<file path="config.mk">
export PLATFORM = sky130hd
export DESIGN_NAME = fpm_front_panel
export DESIGN_NICKNAME = d
export VERILOG_FILES = /design/src/common/fpm_pkg.sv /design/src/verilog/fpm_debounce.sv /design/src/verilog/fpm_front_panel.sv
export SDC_FILE = /design/constraint.sdc
export NUM_CORES = 1
export LEC_CHECK = 0
export BUFFER_PORTS_ARGS = -buffer_cell sky130_fd_sc_hd__buf_4
export CAP_MARGIN = 15
export CORE_ASPECT_RATIO = 1.1
export CORE_MARGIN = 2
export CORE_UTILIZATION = 58
export CTS_BUF_LIST = sky130_fd_sc_hd__clkbuf_4
export DETAILED_ROUTE_END_ITERATION = 8
export PLACE_DENSITY_LB_ADDON = 0.05
export REMOVE_ABC_BUFFERS = 1
export SYNTH_ARGS = -nofsm -noshare
export SYNTH_HDL_FRONTEND = slang
export SYNTH_HIERARCHICAL = 1
export SYNTH_SLANG_ARGS = --single-unit
</file>
<file path="constraint.sdc">
create_clock -name mclk_i -period 2.5 [get_ports mclk_i]
set_input_delay 0.375 -clock mclk_i [delete_from_list [all_inputs] [get_ports mclk_i]]
set_output_delay 0.375 -clock mclk_i [all_outputs]
set_load 0.05 [all_outputs]
</file>
<file path="src/common/fpm_pkg.sv">
// Constants for the front-panel mode control block.
// Assumes a 50 MHz system clock and a 32-bit word register port.
package fpm_pkg;

  // ----------------------------------------
  // Timing
  // ----------------------------------------
  localparam int CLK_HZ = 50_000_000;
  localparam int STARTUP_MS = 3000;
  localparam int STARTUP_CYC = STARTUP_MS * (CLK_HZ / 1000);
  localparam int DEBOUNCE_MS = 10;
  localparam int DEBOUNCE_CYC = DEBOUNCE_MS * (CLK_HZ / 1000);
  localparam int CNT_W = 28;

  // ----------------------------------------
  // Register offsets (byte addresses)
  // ----------------------------------------
  localparam logic [7:0] OFS_STATUS = 8'h00;
  localparam logic [7:0] OFS_ERROR = 8'h04;
  localparam logic [7:0] OFS_CMD = 8'h08;
  localparam logic [7:0] OFS_IRQ_STAT = 8'h0c;
  localparam logic [7:0] OFS_IRQ_MASK = 8'h10;
  localparam logic [7:0] OFS_LINK_CTRL = 8'h14;

  // ----------------------------------------
  // Field positions
  // ----------------------------------------
  localparam int ST_LOCAL_BIT = 0;
  localparam int ST_READY_BIT = 1;
  localparam int ST_BUSY_BIT = 2;
  localparam int ST_CMD_BUSY_BIT = 3;
  localparam int ST_ADDR_LSB = 4;
  localparam int CMD_GO_BIT = 7;
  localparam int ERR_W = 4;
  localparam int IRQ_W = 5;
  localparam int IRQ_LOCAL = 0;
  localparam int IRQ_REMOTE = 1;
  localparam int IRQ_ERROR = 2;
  localparam int IRQ_READY = 3;
  localparam int IRQ_REFUSED = 4;

  // ----------------------------------------
  // Reset values
  // ----------------------------------------
  localparam logic [ERR_W-1:0] ERR_RST = 4'h0;
  localparam logic [IRQ_W-1:0] IRQ_RST = 5'h00;
  localparam logic [3:0] ADDR_RST = 4'h0;

  // ----------------------------------------
  // Types
  // ----------------------------------------
  typedef enum logic [1:0] {
    FPM_ST_HOLD = 2'b00,
    FPM_ST_STARTUP = 2'b01,
    FPM_ST_RUN = 2'b10
  } fpm_state_t;

  typedef enum logic [2:0] {
    FPM_CMD_NONE = 3'b000,
    FPM_CMD_DOWNLOAD = 3'b001,
    FPM_CMD_UPLOAD = 3'b010,
    FPM_CMD_SINGLE = 3'b011,
    FPM_CMD_TEST_RUN = 3'b100
  } fpm_cmd_t;

endpackage

</file>
<file path="src/verilog/fpm_debounce.sv">
// Two-flop synchroniser followed by a stability filter.
// Assumes the raw input is an asynchronous switch contact.
`timescale 1ns/1ps
module fpm_debounce #(
  parameter int STABLE_CYC = fpm_pkg::DEBOUNCE_CYC
) (
  input wire logic mclk_i,  // System clock
  input wire logic reset_i, // Synchronous reset, active high
  input wire logic raw_i,   // Raw contact level
  output logic level_o      // Filtered level
);

  logic sync1_reg;
  logic sync2_reg;
  logic [fpm_pkg::CNT_W-1:0] cnt_reg;

  always_ff @(posedge mclk_i) begin
    sync1_reg <= raw_i;
    sync2_reg <= sync1_reg;
  end

  // ----------------------------------------
  // Filter: accept a level once it held long enough
  // ----------------------------------------
  always_ff @(posedge mclk_i) begin
    if (reset_i) begin
      cnt_reg <= '0;
      level_o <= 1'b0;
    end else if (sync2_reg == level_o) begin
      cnt_reg <= '0;
    end else if (cnt_reg == fpm_pkg::CNT_W'(STABLE_CYC - 1)) begin
      cnt_reg <= '0;
      level_o <= sync2_reg;
    end else begin
      cnt_reg <= cnt_reg + 1'b1;
    end
  end

endmodule

</file>
<file path="src/verilog/fpm_front_panel.sv">
// Front-panel supervisor: mode switch, reset button, address switch,
// status LED, error latch and register port.
// Assumes panel inputs are asynchronous; fault and sequencer inputs are
// synchronous to mclk_i.
//
// Chosen here: the strobed register port and the placing of the registers.
`timescale 1ns/1ps
module fpm_front_panel #(
  parameter int STARTUP_CYC = fpm_pkg::STARTUP_CYC,
  parameter int DEBOUNCE_CYC = fpm_pkg::DEBOUNCE_CYC
) (
  input wire logic mclk_i,             // System clock, 50 MHz
  input wire logic reset_i,            // Power-on reset, active high
  input wire logic mode_local_pin_i,   // Mode switch, 1 = local
  input wire logic reset_btn_pin_i,    // Reset button, 1 = pressed
  input wire logic [3:0] addr_sw_i,    // Rotary address switch
  input wire logic [3:0] fault_i,      // Fault event pulses
  input wire logic fw_busy_i,          // Firmware update in progress
  input wire logic cmd_done_i,         // Remote command finished
  input wire logic host_call_req_i,    // Local program asks for host
  input wire logic [7:0] reg_addr_i,   // Register byte address
  input wire logic [31:0] reg_wdata_i, // Register write data
  input wire logic reg_wr_i,           // Write strobe
  input wire logic reg_rd_i,           // Read strobe
  output logic [31:0] reg_rdata_o,     // Read data, cycle after strobe
  output logic irq_o,                  // Interrupt, level
  output logic [3:0] bus_addr_o,       // Latched bus address
  output logic ready_o,                // Unit available
  output logic local_mode_o,           // Local mode active
  output logic prog_start_o,           // Start auto-start program, pulse
  output logic cmd_start_o,            // Remote command start, pulse
  output logic [2:0] cmd_code_o,       // Remote command code
  output logic host_link_en_o,         // Host link usable
  output logic led_green_o,            // LED green element
  output logic led_red_o               // LED red element
);

  fpm_pkg::fpm_state_t state_reg;
  fpm_pkg::fpm_state_t state_next;
  logic mode_local;
  logic btn_pressed;
  logic mode_prev_reg;
  logic [fpm_pkg::CNT_W-1:0] start_cnt_reg;
  logic [3:0] addr_s1_reg;
  logic [3:0] addr_s2_reg;
  logic [fpm_pkg::ERR_W-1:0] err_reg;
  logic [fpm_pkg::IRQ_W-1:0] irq_stat_reg;
  logic [fpm_pkg::IRQ_W-1:0] irq_mask_reg;
  logic [fpm_pkg::IRQ_W-1:0] irq_set;
  logic link_allow_reg;
  logic cmd_busy_reg;
  logic fw_busy_reg;
  logic run;
  logic enter_local;
  logic enter_remote;
  logic cmd_write;
  logic cmd_ok;
  logic [2:0] cmd_wcode;
  logic wr_err;
  logic wr_irq;
  logic wr_mask;
  logic wr_link;

  // ----------------------------------------
  // Panel input conditioning
  // ----------------------------------------
  fpm_debounce #(
    .STABLE_CYC(DEBOUNCE_CYC)
  ) u_mode_deb (
    .mclk_i(mclk_i),
    .reset_i(reset_i),
    .raw_i(mode_local_pin_i),
    .level_o(mode_local)
  );

  fpm_debounce #(
    .STABLE_CYC(DEBOUNCE_CYC)
  ) u_btn_deb (
    .mclk_i(mclk_i),
    .reset_i(reset_i),
    .raw_i(reset_btn_pin_i),
    .level_o(btn_pressed)
  );

  // Address switch synchroniser
  always_ff @(posedge mclk_i) begin
    addr_s1_reg <= addr_sw_i;
    addr_s2_reg <= addr_s1_reg;
  end

  // ----------------------------------------
  // Reset / start-up sequencing
  // ----------------------------------------
  always_comb begin
    state_next = state_reg;
    case (state_reg)
      fpm_pkg::FPM_ST_HOLD: begin
        if (!btn_pressed) begin
          state_next = fpm_pkg::FPM_ST_STARTUP;
        end
      end
      fpm_pkg::FPM_ST_STARTUP: begin
        if (btn_pressed) begin
          state_next = fpm_pkg::FPM_ST_HOLD;
        end else if (start_cnt_reg == fpm_pkg::CNT_W'(STARTUP_CYC - 1)) begin
          state_next = fpm_pkg::FPM_ST_RUN;
        end
      end
      fpm_pkg::FPM_ST_RUN: begin
        if (btn_pressed) begin
          state_next = fpm_pkg::FPM_ST_HOLD;
        end
      end
      default: begin
        state_next = fpm_pkg::FPM_ST_HOLD;
      end
    endcase
  end

  always_ff @(posedge mclk_i) begin
    if (reset_i) begin
      state_reg <= fpm_pkg::FPM_ST_HOLD;
    end else begin
      state_reg <= state_next;
    end
  end

  always_ff @(posedge mclk_i) begin
    if (reset_i || state_reg != fpm_pkg::FPM_ST_STARTUP) begin
      start_cnt_reg <= '0;
    end else begin
      start_cnt_reg <= start_cnt_reg + 1'b1;
    end
  end

  assign run = (state_reg == fpm_pkg::FPM_ST_RUN);

  // Address taken once as reset ends, held through operation
  always_ff @(posedge mclk_i) begin
    if (reset_i) begin
      bus_addr_o <= fpm_pkg::ADDR_RST;
    end else if (state_reg == fpm_pkg::FPM_ST_HOLD
                 && state_next == fpm_pkg::FPM_ST_STARTUP) begin
      bus_addr_o <= addr_s2_reg;
    end
  end

  // ----------------------------------------
  // Mode control
  // ----------------------------------------
  always_ff @(posedge mclk_i) begin
    if (reset_i) begin
      mode_prev_reg <= 1'b0;
    end else if (run) begin
      mode_prev_reg <= mode_local;
    end else begin
      mode_prev_reg <= 1'b0;
    end
  end

  // Local at the end of start-up counts as a switch to local
  assign enter_local = run && mode_local && !mode_prev_reg;
  assign enter_remote = run && !mode_local && mode_prev_reg;

  always_ff @(posedge mclk_i) begin
    if (reset_i) begin
      local_mode_o <= 1'b0;
      prog_start_o <= 1'b0;
    end else begin
      local_mode_o <= run && mode_local;
      prog_start_o <= enter_local;
    end
  end

  // Remote link whenever running; local only if software allows and program asks
  always_ff @(posedge mclk_i) begin
    if (reset_i) begin
      host_link_en_o <= 1'b0;
    end else begin
      host_link_en_o <= run && (!mode_local
                        || (link_allow_reg && host_call_req_i));
    end
  end

  // ----------------------------------------
  // Remote commands
  // ----------------------------------------
  assign cmd_wcode = reg_wdata_i[2:0];
  assign cmd_write = reg_wr_i && reg_addr_i == fpm_pkg::OFS_CMD
                     && reg_wdata_i[fpm_pkg::CMD_GO_BIT];
  assign cmd_ok = cmd_write && run && !mode_local && !cmd_busy_reg
                  && !fw_busy_reg && cmd_wcode != fpm_pkg::FPM_CMD_NONE
                  && cmd_wcode <= fpm_pkg::FPM_CMD_TEST_RUN;

  always_ff @(posedge mclk_i) begin
    if (reset_i) begin
      cmd_start_o <= 1'b0;
      cmd_code_o <= fpm_pkg::FPM_CMD_NONE;
      cmd_busy_reg <= 1'b0;
    end else begin
      cmd_start_o <= cmd_ok;
      if (cmd_ok) begin
        cmd_code_o <= cmd_wcode;
        cmd_busy_reg <= 1'b1;
      end else if (cmd_done_i || !run || mode_local) begin
        cmd_busy_reg <= 1'b0;
      end
    end
  end

  // ----------------------------------------
  // Error latch
  // ----------------------------------------
  assign wr_err = reg_wr_i && reg_addr_i == fpm_pkg::OFS_ERROR;

  // New faults win over any clear in the same cycle
  always_ff @(posedge mclk_i) begin
    if (reset_i) begin
      err_reg <= fpm_pkg::ERR_RST;
    end else if (btn_pressed) begin
      err_reg <= fault_i;
    end else begin
      err_reg <= (err_reg & ~(wr_err ? reg_wdata_i[fpm_pkg::ERR_W-1:0]
                 : fpm_pkg::ERR_RST)) | fault_i;
    end
  end

  always_ff @(posedge mclk_i) begin
    if (reset_i) begin
      fw_busy_reg <= 1'b0;
    end else begin
      fw_busy_reg <= fw_busy_i;
    end
  end

  // ----------------------------------------
  // Status indicator and ready
  // ----------------------------------------
  always_ff @(posedge mclk_i) begin
    if (reset_i) begin
      led_green_o <= 1'b0;
      led_red_o <= 1'b0;
      ready_o <= 1'b0;
    end else begin
      ready_o <= run && !fw_busy_reg;
      if (fw_busy_reg) begin
        led_green_o <= 1'b1;
        led_red_o <= 1'b1;
      end else if (err_reg != fpm_pkg::ERR_RST) begin
        led_green_o <= 1'b0;
        led_red_o <= 1'b1;
      end else begin
        led_green_o <= run;
        led_red_o <= 1'b0;
      end
    end
  end

  // ----------------------------------------
  // Interrupts
  // ----------------------------------------
  assign irq_set[fpm_pkg::IRQ_LOCAL] = enter_local;
  assign irq_set[fpm_pkg::IRQ_REMOTE] = enter_remote;
  assign irq_set[fpm_pkg::IRQ_ERROR] = |fault_i;
  assign irq_set[fpm_pkg::IRQ_READY] = state_reg == fpm_pkg::FPM_ST_STARTUP
                                       && state_next == fpm_pkg::FPM_ST_RUN;
  assign irq_set[fpm_pkg::IRQ_REFUSED] = cmd_write && !cmd_ok;
  assign wr_irq = reg_wr_i && reg_addr_i == fpm_pkg::OFS_IRQ_STAT;
  assign wr_mask = reg_wr_i && reg_addr_i == fpm_pkg::OFS_IRQ_MASK;
  assign wr_link = reg_wr_i && reg_addr_i == fpm_pkg::OFS_LINK_CTRL;

  // Set wins over write-one-to-clear
  always_ff @(posedge mclk_i) begin
    if (reset_i) begin
      irq_stat_reg <= fpm_pkg::IRQ_RST;
    end else begin
      irq_stat_reg <= (irq_stat_reg & ~(wr_irq ? reg_wdata_i[fpm_pkg::IRQ_W-1:0]
                      : fpm_pkg::IRQ_RST)) | irq_set;
    end
  end

  always_ff @(posedge mclk_i) begin
    if (reset_i) begin
      irq_mask_reg <= fpm_pkg::IRQ_RST;
      link_allow_reg <= 1'b0;
    end else begin
      if (wr_mask) begin
        irq_mask_reg <= reg_wdata_i[fpm_pkg::IRQ_W-1:0];
      end
      if (wr_link) begin
        link_allow_reg <= reg_wdata_i[0];
      end
    end
  end

  always_ff @(posedge mclk_i) begin
    if (reset_i) begin
      irq_o <= 1'b0;
    end else begin
      irq_o <= |(irq_stat_reg & irq_mask_reg);
    end
  end

  // ----------------------------------------
  // Register read port
  // ----------------------------------------
  always_ff @(posedge mclk_i) begin
    if (reset_i) begin
      reg_rdata_o <= 32'h0000_0000;
    end else if (reg_rd_i) begin
      reg_rdata_o <= 32'h0000_0000;
      case (reg_addr_i)
        fpm_pkg::OFS_STATUS: begin
          reg_rdata_o[fpm_pkg::ST_LOCAL_BIT] <= local_mode_o;
          reg_rdata_o[fpm_pkg::ST_READY_BIT] <= ready_o;
          reg_rdata_o[fpm_pkg::ST_BUSY_BIT] <= fw_busy_reg;
          reg_rdata_o[fpm_pkg::ST_CMD_BUSY_BIT] <= cmd_busy_reg;
          reg_rdata_o[fpm_pkg::ST_ADDR_LSB +: 4] <= bus_addr_o;
        end
        fpm_pkg::OFS_ERROR: begin
          reg_rdata_o[fpm_pkg::ERR_W-1:0] <= err_reg;
        end
        fpm_pkg::OFS_CMD: begin
          reg_rdata_o[2:0] <= cmd_code_o;
        end
        fpm_pkg::OFS_IRQ_STAT: begin
          reg_rdata_o[fpm_pkg::IRQ_W-1:0] <= irq_stat_reg;
        end
        fpm_pkg::OFS_IRQ_MASK: begin
          reg_rdata_o[fpm_pkg::IRQ_W-1:0] <= irq_mask_reg;
        end
        fpm_pkg::OFS_LINK_CTRL: begin
          reg_rdata_o[0] <= link_allow_reg;
        end
        default: begin
          reg_rdata_o <= 32'h0000_0000;
        end
      endcase
    end else begin
      reg_rdata_o <= 32'h0000_0000;
    end
  end

endmodule

</file>
==> metrics.cfg, run 1 <==
[run_status]
status=completed

[setup_path]
rr_startpoint=u_btn_deb/cnt_reg[0]$_SDFF_PP0_
cp_max_fo=16
path_cells=ha_1, and3_2, nand3_1, o21bai_2, buf_4, a21oi_1
cp_data_required_time_ns=2.93
timing.critical_path.buf_inv=1
cp-start-kind=register
path_delay_family=compound AO/OA/AOI/OAI gates
slowest_stage=o21bai_2
path_class=reg -> reg
critical_path.startpoint=u_btn_deb/cnt_reg[0]$_SDFF_PP0_
max_stage_delay_ns=0.58
end_kind=register
crit_arrival_ns=2.56

[cts]
cts_buffers=17
clk_path_buf_depth=2
cts_root_buffer=clkbuf_4
clk_pin_slew_ns=0.12
cts_tree=done
clock_sinks=141
htree_levels=4
post-cts-setup-buffers=0
clock_latency_ns=0.56

[logic_synthesis]
syn_area_um2=6389
synthArstFlopShare=0
synth-main-ff-cell=dfxtp_1
ys_seq_area_frac=0.4418
syn_inst=701
synth-seq-cells=141
ys.warnings.count=6
synth.avg_cell_area_um2=9.114
ys_types=69
synth_edf_count=0

[pwr]
p_leak_nw=2.552
power_density_nw_per_um2=567.7
ir_worst_vdd_v=0.0004522
power_mw=4.062

[die]
core-area_um2=10810
dieArea_um2=11870
rows=40
start_util=0.5910
die_x_um=104.1
die_h_um=114.1
io_pins=104

[job]
maxCapViolCount=0

[sta]
hold_violations=0
period_minus_slack_ns=2.128
hold_slack_ns=0.04415
max_freq_mhz=469.9
setup_tns_ns=0
rsz0062_at_grt=false
finClkSkew_ns=0.02125
worstMarginPinSlew_ns=0.6739
post-route-period-util=0.8512
maxSlewHeadroom=0.5504
slew_viol_final=0
setup_viol=0

[placed_design]
port_buffers=53
place_hpwl_um=9658
gp_congestion=0.9116

[finish]
fillerInstances=947
nets=820
drive_above_1_share=0.1527
antennaDiodeCount=0
area_delta_synth_final_pct=11.99
final_util=0.6618

[drt]
antenna_left=0
drc=0
vias=5378
first_iter_violations=252
viasPerCell=5.846
firstDrtPassIters=4
wl_per_cell_um=14.83
routed_wl_um=13650

[global_route]
grt_pass1_wl_um=23570
grt_use_total=0.2431
antenna_found_initial=0
gr-total-overflow=0
grt_max_degree=29
grt_pass1_vias=5193

[worst_hold_path]
hp-class=in -> reg
min_from=fault_i[2]

-- Yosys cell counts (all sizes together) (2+ instances only) --
library cell  instances  share of area
o21ai                21          0.017
nor2b                 5         0.0049
nand2                41          0.025
xnor2                12          0.016
a21oi                52          0.041
o41ai                 3         0.0041
o31ai                23          0.027
nand3                43          0.038
xor2                 26          0.036
nor4b                 5         0.0069
inv                  10         0.0059
dfxtp               141           0.44
or4                  25          0.029
o21a                  6         0.0071
nor3                 10         0.0078
and2                  4         0.0039
or2                   2         0.0020
or3                  18          0.019
buf                  42          0.051
a22oi                 3         0.0035
mux4                  2         0.0071
nor4bb                3         0.0047
ha                    3         0.0059
mux2i                14          0.022
nand2b                7         0.0069
or4b                  4         0.0069
and4                 15          0.021
and3                 17          0.017
clkbuf               14         0.0082
nand4                26          0.027
a31o                  2         0.0027
nor4                 13          0.014
nor2                 65          0.038
a31oi                 5         0.0049
-- cells by family after synthesis --
group / synth area share
AO/OA/AOI/OAI: 0.1195
XOR/XNOR: 0.05210
adder cells (fa/ha/maj): 0.005876
buffers and inverters: 0.06561
flip-flops: 0.4418
multiplexers: 0.03075
other: 0.0005870
AND/OR/NAND/NOR: 0.2838
-- cells in the final DEF, fill, tap and decap left out, types with 15 or more instances in the layout --
cell and instances:
or4_1 25, nand3_1 41, nand4_1 24, o21ai_0 19, conb_1 24, a21oi_1 51, nor2_1 65, dfxtp_1 141
nand2_1 40, buf_4 62, and4_1 15, o31ai_1 23, xor2_1 26, clkbuf_4 18, or3_1 16
-- metal layers --
layer / track usage / vias to the layer above / wire [um] / share of wire
met2: 0.4145 / 158 / 6608 / 0.48
met3: 0.07911 / 18 / 796 / 0.058
met1: 0.2974 / 2541 / 6078 / 0.45
met4: 0.06757 / 0 / 163 / 0.012
li1: - / 2661 / - / -
met5: 0 / - / 0 / 0
-- final cells by class --
type,instances,area (um^2),share of cell area
timing repair buffer,73,575.6,0.08045
inverter,11,41.29,0.005771
clock buffer,18,135.1,0.01889
tap,147,183.9,0.02571
clock inverter,14,162.7,0.02274
multi-input combinational,516,3233,0.4519
sequential,141,2823,0.3945
-- final timing paths --
check,endpoint,slack [ns],cells after the start
max,u_btn_deb/cnt_reg[22]$_SDFF_PP0_,0.37,6
min,err_reg[2]$_SDFF_PP0_,0.04,2
max reg2reg,u_btn_deb/cnt_reg[22]$_SDFF_PP0_,0.37,6
min reg2reg,addr_s2_reg[0]$_DFF_P_,0.34,0
-- report_power, final --
part           internal, mW  switching, mW  total (mW)
sequential             2.27         0.0200        2.29
clock                 0.623          0.864        1.49
combinational        0.0897          0.190       0.280
-- stage by stage --
| stage | area (um^2) | std cells | worst slack [ns] |
|---|---|---|---|
| after floorplan | 6097 | 668 | 0.6232 |
| after global placement | 6746 | 877 | 0.4246 |
| after detailed placement | 6746 | 877 | 0.3883 |
| after CTS | 7124 | 917 | 0.3679 |
| after global routing | 7154 | 920 | 0.2125 |
| final | 7154 | 920 | 0.3721 |
-- worst register-to-register path: stages, from the launching register on --
cell	delay (ns)
dfxtp_1	0.39
ha_1	0.20
and3_2	0.32
nand3_1	0.18
o21bai_2	0.58
buf_4	0.29
a21oi_1	0.05
-- what timing repair did --
item / CTS / global route
gates resized for setup: 0 / 0
hold buffers: 8 / 3
endpoints found under the setup margin: 0 / 0
endpoints found under the hold margin: 8 / 3
Power figures use the tool's default switching activity.
==> run 2: changes to the inputs <==
CELL_PAD_IN_SITES_DETAIL_PLACEMENT = 0   (was unset)
CELL_PAD_IN_SITES_GLOBAL_PLACEMENT = 1   (was unset)
CORE_UTILIZATION = 44   (was 58)
==> metrics.cfg, run 2 (synthesis results as in run 1) <==
[finish]
drive_above_1_share=0.1535  ; +0.0008964
multi_input_comb_area_um2=3233  ; unchanged
fin_cells=968  ; +5.2%
final_common_cell=dfxtp_1
regArea_um2=2823  ; unchanged
fillerInstances=1391  ; +47%
area_delta_synth_final_pct=13.18
nets=822  ; +0.24%
mostFrequentLayoutCells=dfxtp_1, nor2_1, buf_4, a21oi_1, nand3_1
fin_area_um2=7231  ; +1.1%

[setup_path]
timing.critical_path.buf_inv=0  ; -1
cp_max_fo=22  ; +6
path_delay_family=simple AND/OR/NAND/NOR gates
path_class=reg -> reg
max_stage_delay_ns=0.53  ; -0.05 ns
reg2reg_depth=4  ; -2
worst-path-stages=4  ; -2
crit_arrival_ns=2.47  ; -0.09 ns
worst_r2r_endpoint=start_cnt_reg[25]$_SDFF_PP0_
cp-start-kind=register
cp_data_required_time_ns=2.97  ; +0.04 ns
path_cells=nand4_2, or3_4, or4_1, a21oi_1
end_kind=register
critical_path.startpoint=start_cnt_reg[8]$_SDFF_PP0_
slowest_stage=dfxtp_1
rr_startpoint=start_cnt_reg[8]$_SDFF_PP0_
rrSetupSlack_ns=0.50  ; +0.13 ns
crit_path_end=start_cnt_reg[25]$_SDFF_PP0_

[drt]
antenna_left=0  ; unchanged
firstDrtPassIters=4  ; unchanged
drc=0  ; unchanged
vias=5272  ; -2.0%
first_iter_violations=285  ; +13%
wl_per_cell_um=14.71  ; -0.84%
viasPerCell=5.446  ; -6.8%
routed_wl_um=14240  ; +4.3%

[worst_hold_path]
hp-class=in -> reg

[pwr]
ir_worst_vdd_v=0.0003402  ; -25%
power_density_nw_per_um2=564.2  ; -0.62%
p_int_mw=2.916  ; -2.4%
switching_share=0.2851  ; +0.02069
p_leak_nw=2.577  ; +0.96%
power_mw=4.079  ; +0.44%
combPwrFrac=0.069  ; about the same
p_seq_frac=0.563  ; -0.002
pwr-share-clk=0.368  ; +0.002
p_sw_mw=1.163  ; +8.3%

[sta]
maxSlewHeadroom=0.5776  ; +0.02716
rsz0062_at_grt=false
setup_tns_ns=0  ; unchanged
slew_viol_final=0  ; unchanged
max_freq_mhz=500.4  ; +6.5%
hold_violations=0  ; unchanged
period_minus_slack_ns=1.999  ; -0.1294 ns
post-route-period-util=0.7994  ; -0.05174
finClkSkew_ns=0.01712  ; -0.004139 ns
worstMarginPinSlew_ns=0.6284  ; -0.04551 ns
setup_viol=0  ; unchanged

[global_route]
grt_pass1_vias=4840  ; -6.8%
gr-total-overflow=0  ; unchanged
grt_pass1_wl_um=23380  ; -0.82%
grt_max_degree=29  ; unchanged
antenna_found_initial=1  ; +1
grt_use_total=0.1865  ; -0.05656

[cts]
clock_latency_ns=0.55  ; about the same
clk_path_buf_depth=2  ; unchanged
clk_pin_slew_ns=0.14  ; +0.02 ns
cts_tree=done
cts_root_buffer=clkbuf_4
clock_sinks=141  ; unchanged
cts_buffers=17  ; unchanged
htree_levels=4  ; unchanged
cts_resized=0  ; unchanged

[placed_design]
dp.cells=923  ; +5.2%
gp_congestion=0.8236  ; -9.7%
place_hpwl_um=10020  ; +3.8%
placed_area_um2=6810  ; +0.95%
port_buffers=53  ; unchanged

[die]
die_h_um=130.4  ; +14%
rows=46  ; +15%
io_pins=104  ; unchanged
core-area_um2=14330  ; +33%
dieArea_um2=15500  ; +31%
start_util=0.4458  ; -0.1452
die_x_um=118.9  ; +14%

[run_status]
status=completed

[job]
maxCapViolCount=0  ; unchanged

## run 2: power groups by stage
stage	sequential (mW)	combinational, mW	clock (mW)
3_5_place_dp	2.35	0.265	0
3_3_place_gp	2.34	0.263	0
2_1_floorplan	2.36	0.148	0
4_1_cts	2.30	0.281	1.57
6_report	2.29	0.281	1.50
5_1_grt	2.30	0.303	1.66
## run 2: worst min-delay path: cells and delay by family
kind                   cells  cell delay (ns)
buffers and inverters      1             0.09
AND/OR/NAND/NOR            1             0.08
multiplexers               1             0.06
## run 2: cell type report
type                            instances  area share
Multi-Input combinational cell        516      0.4471
Tap cell                              192     0.03322
Clock buffer                           17     0.01765
Antenna cell                            1   0.0003461
Inverter                               11    0.005710
Sequential cell                       141      0.3904
Timing Repair Buffer                   75     0.08202
Clock inverter                         15     0.02353
## run 2: how the worst min path moves through the flow
stage / depth (start not counted) / from / end / slack [ns]
2_1_floorplan: 0 / addr_s1_reg[0]$_DFF_P_ / addr_s2_reg[0]$_DFF_P_ / 0.31
3_5_place_dp: 0 / addr_s1_reg[0]$_DFF_P_ / addr_s2_reg[0]$_DFF_P_ / 0.32
3_3_place_gp: 0 / addr_s1_reg[0]$_DFF_P_ / addr_s2_reg[0]$_DFF_P_ / 0.31
4_1_cts: 3 / host_call_req_i / host_link_en_o$_SDFF_PP0_ / 0.02
6_report: 3 / reg_wdata_i[4] / irq_mask_reg[4]$_SDFFE_PP0P_ / 0.08
5_1_grt: 3 / host_call_req_i / host_link_en_o$_SDFF_PP0_ / 0.03
## run 2: metal layers
metal  routed length [um]  global-route usage  vias to the layer above
met4                  144             0.07353                        0
met5                    0                   0                        -
li1                     -                   -                     2660
met2                 6826              0.3022                       92
met1                 6740              0.2402                     2507
met3                  526             0.04818                       13
## run 2: repair_timing
action                                 CTS  global route
setup buffers                            0             0
endpoints found under the hold margin   12             0
hold buffers                            12             0
## run 2: metrics by stage
stage	hold WS, ns	utilization	setup WS [ns]
6_report	0.08383	0.5045	0.5014
4_1_cts	0.01939	0.5044	0.4631
3_3_place_gp	0.3117	0.4752	0.3837
3_5_place_dp	0.3157	0.4752	0.3809
5_1_grt	0.02579	0.5045	0.2991
2_1_floorplan	0.3096	-	0.6232
